<file path="src/logic/cmp_ctrl_pkg.sv">
// Purpose: Shared constants and types for the comparator control block.
// Assumes: Avalon-MM byte addresses, 32-bit data, register data in bits 7:0.
// Notes: Register byte address is four times the register index.
`default_nettype none
package cmp_ctrl_pkg;
    // Bus geometry
    localparam int unsigned ADDR_W = 10;
    localparam int unsigned DATA_W = 32;
    // Register indices
    localparam logic [7:0] CTL_IDX = 8'h9B;
    localparam logic [7:0] MODE_IDX = 8'h9D;
    localparam logic [7:0] MUX_IDX = 8'h9F;
    localparam logic [7:0] STAT_IDX = 8'hA0;
    localparam logic [7:0] MASK_IDX = 8'hA1;
    // Field positions in control, status, mask and mux
    localparam int unsigned EN_BIT = 7;
    localparam int unsigned OUT_BIT = 6;
    localparam int unsigned RISE_BIT = 5;
    localparam int unsigned FALL_BIT = 4;
    localparam int unsigned HYP_LSB = 2;
    localparam int unsigned HYN_LSB = 0;
    localparam int unsigned NEG_SEL_LSB = 4;
    localparam int unsigned POS_SEL_LSB = 0;
    // Reset values
    localparam logic [7:0] CTL_RST = 8'h00;
    localparam logic [1:0] MODE_RST = 2'h2;
    localparam logic [7:0] MUX_RST = 8'hFF;
    localparam logic [1:0] MASK_RST = 2'h0;
    // Synchroniser depth
    localparam int unsigned SYNC_STAGES = 2;
    // Hysteresis amount codes
    typedef enum logic [1:0] {
        HYST_OFF = 2'h0,
        HYST_5MV = 2'h1,
        HYST_10MV = 2'h2,
        HYST_20MV = 2'h3
    } hyst_type;
    // Bus answer states
    typedef enum logic [0:0] {
        BUS_IDLE = 1'b0,
        BUS_ANSWER = 1'b1
    } bus_state_type;
endpackage
`default_nettype wire

</file>
<file path="src/logic/sync_if.sv">
// Purpose: Carries one level into and out of a synchroniser.
// Assumes: Single clock domain on the output side.
// Notes: d may change at any time.
`default_nettype none
interface sync_if;
    logic d; // Asynchronous level in
    logic q; // Synchronised level out
    modport src (output d, input q);
    modport dst (input d, output q);
endinterface
`default_nettype wire

</file>
<file path="src/logic/cmp_sync.sv">
// Purpose: Two-flop synchroniser for the raw comparator level.
// Assumes: Input comes from the asynchronous analog core.
// Notes: First stage is read only by the second.
`default_nettype none
module cmp_sync #(
    parameter int unsigned STAGES = 2
) (
    input wire logic clock,
    input wire logic rst_n,
    sync_if.dst s
);
    // Shift chain, oldest stage at the top
    logic [STAGES-1:0] chain_r;

    // Shift the level through the chain
    always_ff @(posedge clock or negedge rst_n) begin
        if (!rst_n) begin
            chain_r <= '0;
        end else begin
            chain_r <= {chain_r[STAGES-2:0], s.d};
        end
    end

    assign s.q = chain_r[STAGES-1];
endmodule // cmp_sync
`default_nettype wire

</file>
<file path="src/logic/cmp_ctrl.sv">
// Purpose: Control, edge flags and interrupt for an on-chip voltage comparator.
// Assumes: Avalon-MM slave with waitrequest; raw comparator result is asynchronous.
// Notes: Every access answers one cycle after it is first seen.
`default_nettype none
// Operation
// - Enable bit 7 powers the comparator
// - Result bit always shows comparator output
// - Falling edge sets fall flag bit 4
// - Rising edge sets rise flag bit 5
// - Flags stay set until software clears
// - Rise interrupt only with rise mask
// - Fall interrupt only with fall mask
// - Disabled comparator drives pin outputs low
// - Latched and raw outputs both provided
// - Bits 3:2 positive, 1:0 negative hysteresis
// - Hysteresis codes off, 5, 10, 20 mV
// - Response time held and driven out
// - Input selects held and driven out
module cmp_ctrl
    import cmp_ctrl_pkg::*;
(
    input wire logic clock,
    input wire logic rst_n,
    input wire logic [cmp_ctrl_pkg::ADDR_W-1:0] address,
    input wire logic read,
    input wire logic write,
    input wire logic [cmp_ctrl_pkg::DATA_W-1:0] writedata,
    input wire logic [3:0] byteenable,
    output logic [cmp_ctrl_pkg::DATA_W-1:0] readdata,
    output logic waitrequest,
    input wire logic cmp_raw_in,
    output logic comparator_on,
    output cmp_ctrl_pkg::hyst_type pos_hysteresis_sel,
    output cmp_ctrl_pkg::hyst_type neg_hysteresis_sel,
    output logic [1:0] response_time,
    output logic [3:0] pos_input_sel,
    output logic [3:0] neg_input_sel,
    output logic latched_cmp_out,
    output logic raw_cmp_out,
    output logic irq
);
    import cmp_ctrl_pkg::*;

    // Byte addresses of each register
    localparam logic [ADDR_W-1:0] CTL_ADDR = {CTL_IDX, 2'b00};
    localparam logic [ADDR_W-1:0] MODE_ADDR = {MODE_IDX, 2'b00};
    localparam logic [ADDR_W-1:0] MUX_ADDR = {MUX_IDX, 2'b00};
    localparam logic [ADDR_W-1:0] STAT_ADDR = {STAT_IDX, 2'b00};
    localparam logic [ADDR_W-1:0] MASK_ADDR = {MASK_IDX, 2'b00};

    // Register state
    logic [7:0] ctl_r; // Enable and hysteresis; flags live in their own flops
    logic rise_flag_r; // Sticky rising edge seen
    logic fall_flag_r; // Sticky falling edge seen
    logic [1:0] mode_r; // Response time selection
    logic [7:0] mux_r; // Input selections
    logic [1:0] mask_r; // Bit 1 rise mask, bit 0 fall mask
    logic prev_r; // Synced level one clock earlier
    logic latched_r; // Pin copy of the synced level
    logic irq_r; // Interrupt request flop
    bus_state_type state_r; // Bus answer state
    logic [7:0] rdata_r; // Read data byte
    logic wait_r; // Waitrequest flop

    // Synchronised comparator level
    sync_if sync_bus ();
    logic level_sync; // Result after the two-flop chain

    assign sync_bus.d = cmp_raw_in;
    assign level_sync = sync_bus.q;

    cmp_sync #(
        .STAGES(SYNC_STAGES)
    ) u_sync (
        .clock(clock),
        .rst_n(rst_n),
        .s(sync_bus)
    );

    // Bus decoding
    wire logic req = read | write;
    wire logic commit = req & (state_r == BUS_ANSWER);
    wire logic wr_ok = commit & write & byteenable[0];
    wire logic hit_ctl = (address == CTL_ADDR);
    wire logic hit_mode = (address == MODE_ADDR);
    wire logic hit_mux = (address == MUX_ADDR);
    wire logic hit_stat = (address == STAT_ADDR);
    wire logic hit_mask = (address == MASK_ADDR);
    wire logic ctl_wr = wr_ok & hit_ctl;
    wire logic mode_wr = wr_ok & hit_mode;
    wire logic mux_wr = wr_ok & hit_mux;
    wire logic stat_wr = wr_ok & hit_stat;
    wire logic mask_wr = wr_ok & hit_mask;

    // Edge events from the synced level
    wire logic rise_evt = level_sync & ~prev_r;
    wire logic fall_evt = ~level_sync & prev_r;

    // Flag next values: event set beats any write or clear
    wire logic rise_clr = stat_wr & writedata[RISE_BIT];
    wire logic fall_clr = stat_wr & writedata[FALL_BIT];
    wire logic rise_sw = ctl_wr ? writedata[RISE_BIT] : (rise_flag_r & ~rise_clr);
    wire logic fall_sw = ctl_wr ? writedata[FALL_BIT] : (fall_flag_r & ~fall_clr);
    wire logic rise_nxt = rise_evt | rise_sw;
    wire logic fall_nxt = fall_evt | fall_sw;

    // Interrupt request from flags and masks
    wire logic irq_nxt = (rise_nxt & mask_r[1]) | (fall_nxt & mask_r[0]);

    // Readable views
    wire logic [7:0] ctl_view = {ctl_r[EN_BIT], level_sync, rise_flag_r, fall_flag_r,
                                 ctl_r[3:0]};
    wire logic [7:0] stat_view = {2'b00, rise_flag_r, fall_flag_r, 4'h0};
    wire logic [7:0] mask_view = {2'b00, mask_r, 4'h0};
    wire logic [7:0] rdata_nxt =
        hit_ctl ? ctl_view :
        hit_mode ? {6'h00, mode_r} :
        hit_mux ? mux_r :
        hit_stat ? stat_view :
        hit_mask ? mask_view : 8'h00;

    // Bus handshake: first edge latches data, second edge completes
    always_ff @(posedge clock or negedge rst_n) begin
        if (!rst_n) begin
            state_r <= BUS_IDLE;
            wait_r <= 1'b1;
            rdata_r <= 8'h00;
        end else begin
            case (state_r)
                BUS_IDLE: begin
                    if (req) begin
                        state_r <= BUS_ANSWER;
                        wait_r <= 1'b0;
                        rdata_r <= rdata_nxt;
                    end
                end
                BUS_ANSWER: begin
                    state_r <= BUS_IDLE;
                    wait_r <= 1'b1;
                end
                default: begin
                    state_r <= BUS_IDLE;
                    wait_r <= 1'b1;
                end
            endcase
        end
    end

    // Software-written configuration
    always_ff @(posedge clock or negedge rst_n) begin
        if (!rst_n) begin
            ctl_r <= CTL_RST;
            mode_r <= MODE_RST;
            mux_r <= MUX_RST;
            mask_r <= MASK_RST;
        end else begin
            if (ctl_wr) begin
                ctl_r <= {writedata[EN_BIT], 3'b000, writedata[3:0]};
            end
            if (mode_wr) begin
                mode_r <= writedata[1:0];
            end
            if (mux_wr) begin
                mux_r <= writedata[7:0];
            end
            if (mask_wr) begin
                mask_r <= writedata[RISE_BIT:FALL_BIT];
            end
        end
    end

    // Edge tracking, flags, pin copy and interrupt
    always_ff @(posedge clock or negedge rst_n) begin
        if (!rst_n) begin
            prev_r <= 1'b0;
            rise_flag_r <= 1'b0;
            fall_flag_r <= 1'b0;
            latched_r <= 1'b0;
            irq_r <= 1'b0;
        end else begin
            prev_r <= level_sync;
            rise_flag_r <= rise_nxt;
            fall_flag_r <= fall_nxt;
            latched_r <= level_sync & ctl_r[EN_BIT];
            irq_r <= irq_nxt;
        end
    end

    // Output drive
    assign readdata = {24'h000000, rdata_r};
    assign waitrequest = wait_r;
    assign comparator_on = ctl_r[EN_BIT];
    assign pos_hysteresis_sel = hyst_type'(ctl_r[HYP_LSB+:2]);
    assign neg_hysteresis_sel = hyst_type'(ctl_r[HYN_LSB+:2]);
    assign response_time = mode_r;
    assign pos_input_sel = mux_r[POS_SEL_LSB+:4];
    assign neg_input_sel = mux_r[NEG_SEL_LSB+:4];
    assign latched_cmp_out = latched_r;
    // Raw path must work without a clock, so it is only gated by the enable
    assign raw_cmp_out = cmp_raw_in & ctl_r[EN_BIT];
    assign irq = irq_r;
endmodule // cmp_ctrl
`default_nettype wire

</file>
<file path="config.mk">
export PLATFORM = sky130hd
export DESIGN_NAME = cmp_ctrl
export DESIGN_NICKNAME = d
export VERILOG_FILES = /design/src/logic/cmp_ctrl_pkg.sv /design/src/logic/sync_if.sv /design/src/logic/cmp_sync.sv /design/src/logic/cmp_ctrl.sv
export SDC_FILE = /design/constraint.sdc
export NUM_CORES = 1
export LEC_CHECK = 0
export ABC_AREA = 1
export BUFFER_PORTS_ARGS = -buffer_cell sky130_fd_sc_hd__clkbuf_2
export CORE_UTILIZATION = 42
export CTS_CLUSTER_DIAMETER = 50
export DETAILED_ROUTE_END_ITERATION = 6
export PLACE_DENSITY = 0.77
export REMOVE_ABC_BUFFERS = 1
export SKIP_CTS_REPAIR_TIMING = 1
export SLEW_MARGIN = 10
export SYNTH_ARGS = -nofsm -noshare
export SYNTH_HDL_FRONTEND = slang
export SYNTH_SLANG_ARGS = --single-unit
</file>
<file path="constraint.sdc">
create_clock -name clock -period 3.7 [get_ports clock]
set_input_delay 0 -clock clock [delete_from_list [all_inputs] [get_ports clock]]
set_output_delay 0 -clock clock [all_outputs]
set_load 0.01 [all_outputs]
</file>
==> metrics.log <==
INFO  metric post-synth-top-area-fraction = 32.74%
INFO  metric synth_ff_type = dfrtp_1
INFO  metric fraction_of_synthesis_flops_using_an_asynchronous_set_or_reset_pin = 100.0%
INFO  metric post-synth-top-count-cell = nand2_1
INFO  metric slew-limit-headroom = 46.26%
INFO  metric finalSetupViolCount = 0
INFO  metric gpl.final_weighted_congestion = 0.8490
INFO  metric core = 4086 um^2
INFO  metric clkTransAtPathRegs = 0.07 ns
INFO  metric global_route.overflow_total = 0
INFO  metric syn_inst = 222
INFO  metric grt_max_degree = 35
INFO  metric avgRoutedWirePerCell = 11.31 um
INFO  metric report.power.total = 0.7796 mW
INFO  metric setup.worst_path.end_class = flip-flop
INFO  metric synth_area = 1834 um^2
INFO  metric first_global_vias = 1337
INFO  metric route.detailed.drc = 0
INFO  metric grt_setup_unrepaired = false
INFO  metric synth.avg_cell_area = 8.262 um^2
INFO  metric drv_slew = 0
INFO  metric vias_per_cell = 4.750
INFO  metric grt_antenna_before_repair = 0
INFO  metric wl = 3801 um
INFO  metric crit_path_start_kind = flip-flop
INFO  metric drtIter0Drc = 74
INFO  metric min-delay-path-class = in -> reg
INFO  metric timing.clock.skew = 0.004425 ns
INFO  metric maxCapViolations = 0
INFO  metric finalCritPeriodShare = 48.68%
INFO  metric critical_path.n_buffers_inverters = 2
INFO  metric worstMarginPinSlew = 0.8061 ns
INFO  metric setup-tns-final = 0 ns
INFO  metric route.antenna.remaining_nets = 0
INFO  metric rows = 23
INFO  metric power_density = 349.9 nW/um^2
INFO  metric count_of_unique_library_cells_instantiated_by_yosys = 27
INFO  metric layout-area-overhead-vs-synth = 21.49%
INFO  metric irDropWorstVdd = 0.2344 mV
INFO  metric grt_first_pass_wirelength = 5989 um
INFO  metric cp_common_cell = nand2_1
INFO  metric numPortBuffers = 50
INFO  metric layout-drive-gt1-share = 31.47%
INFO  metric design.portCount = 102
INFO  metric die_h = 68.09 um
INFO  metric cts_inserted_buffers = 5
INFO  metric status = finished clean
INFO  metric synth_top_cells_by_count = 58 x nand2_1, 24 x buf_4, 24 x dfrtp_1
INFO  metric skew_pair_late_insertion_delay = 0.29 ns
INFO  metric yosys_warnings = 0
INFO  metric final_layout_net_count = 336
INFO  metric floorplan.initialDensity = 44.89%
INFO  metric finish.utilization = 54.53%
INFO  metric cellLeakagePower = 1.204 nW
INFO  metric timing.final.crit_period = 1.801 ns
INFO  metric path_delay_family = simple AND/OR/NAND/NOR gates
INFO  metric htree_levels = 2
INFO  metric peak_clock_frequency_supported_by_timing = 555.2 MHz
INFO  metric timing.critical_path.fanout_max = 12
INFO  metric timing.final.hold_violations = 0
INFO  metric arrival = 1.99 ns
INFO  metric tritoncts_clock_tree = done
INFO  metric clock_sinks = 34
INFO  metric clk_root_buffer_cell = clkbuf_8
INFO  metric share_of_the_yosys_chip_area_belonging_to_registers = 47.07%
INFO  metric die_width = 68.09 um
INFO  metric design.die.area = 4636 um^2
INFO  metric synth.top_cells.by_area = dfrtp_1 33%, dfstp_2 14%, nand2_1 12%
INFO  metric synth_enable_flop_cells = 0
INFO  metric cp.required = 3.88 ns
INFO  metric netlist.top_cell.by_area = dfrtp_1
INFO  metric dp.final_hpwl = 2837 um
INFO  metric path_class = reg -> reg
INFO  metric worst_path_largest_cell_delay = 0.47 ns
INFO  metric dr_total_vias = 1596
INFO  metric n_antenna_cell = 0
INFO  metric drt-pass1-iter-count = 4
INFO  metric timing.critical_path.slowest_stage_cell = nand3_1
INFO  metric synth-seq-cells = 34
INFO  metric maximum_number_of_buffers_from_clock_root_to_sink = 2
INFO  metric grtUsageTotal = 17.72%
INFO  metric crit_path_cell_trace = inv_1, nor2_2, nand3_1, nand2_1, inv_1, nand2_1, nand2_1, nand2_1, nand2_1
-- placed cells by master (no fill, tap or decap), drive strengths merged --
cell type,instances
or2,1
nor3,1
a21oi,3
nor3b,1
nor2,22
nand2,62
dfrtp,24
dfstp,10
nand4,13
a31oi,3
conb,24
inv,25
dlygate4sd3,10
nand3,11
clkbuf,56
clkinv,2
clkinvlp,1
o21ai,17
-- layout make-up --
| class | count | area (um^2) |
|---|---|---|
| fill | 397 | 1858 |
| sequential | 34 | 863.3 |
| multi-input combinational | 158 | 759.5 |
| timing repair buffer | 60 | 350.3 |
| inverter | 26 | 97.59 |
| clock buffer | 6 | 82.58 |
| tap | 50 | 62.56 |
| clock inverter | 2 | 12.51 |
-- metrics by stage --
stage,instance area (um^2),setup slack (ns),std cells,hold slack [ns]
floorplan,1720,2.271,218,-0.2956
global route,2228,1.658,336,0.1061
finish,2228,1.899,336,0.07497
global placement,2033,1.936,318,0.1230
CTS,2128,1.928,326,-0.1828
detailed placement,2033,1.943,318,0.1263
-- registers in the layout, summed over array words and instances, names as in the netlist, 2 cells and up --
signal and flops:
ctl_r 5, response_time 2, mask_r 2, mux_r 8, u_sync.chain_r 2, rdata_r 8
-- power by group --
part,internal [mW],switching (mW)
clock,0.149,0.136
combinational,0.0347,0.0643
sequential,0.387,0.00756
-- worst paths after layout --
| kind | from | endpoint | slack (ns) | cells after the start |
|---|---|---|---|---|
| max | state_r | irq | 1.90 | 9 |
| min | read | rdata_r[4] | 0.07 | 4 |
| max reg2reg | state_r | irq | 1.90 | 9 |
| min reg2reg | u_sync.chain_r[0] | u_sync.chain_r[1] | 0.35 | 0 |
| max in group asynchronous | rst_n | rdata_r[2] | 2.85 | 2 |
| min in group asynchronous | rst_n | mask_r[1] | 0.34 | 2 |
-- cells by family (layout without fill, tap and decap cells) --
kind of cell,after synthesis,after routing,share of synthesized area (%)
DFF,34,34,47.07
other,1,24,0.2044
and+or+nand+nor,111,111,28.58
buffers and inverters,53,94,16.23
AOI/OAI and AO/OA,23,23,7.912
-- metal layers --
layer  wire (um)  GRT usage (%)  part of all wire [%]  up-vias
li1            -              -                     -      792
met1        1711          23.23                    45      741
met2        1802          27.70                    47       59
met3         242          5.333                   6.4        4
met4          45          5.990                   1.2        0
met5           0              0                     0        -
-- worst min-delay path: stages --
cell	delay (ns)
clkbuf_2	0.07
o21ai_1	0.12
nand2_1	0.09
nand2_1	0.05
Power figures use the tool's default switching activity.
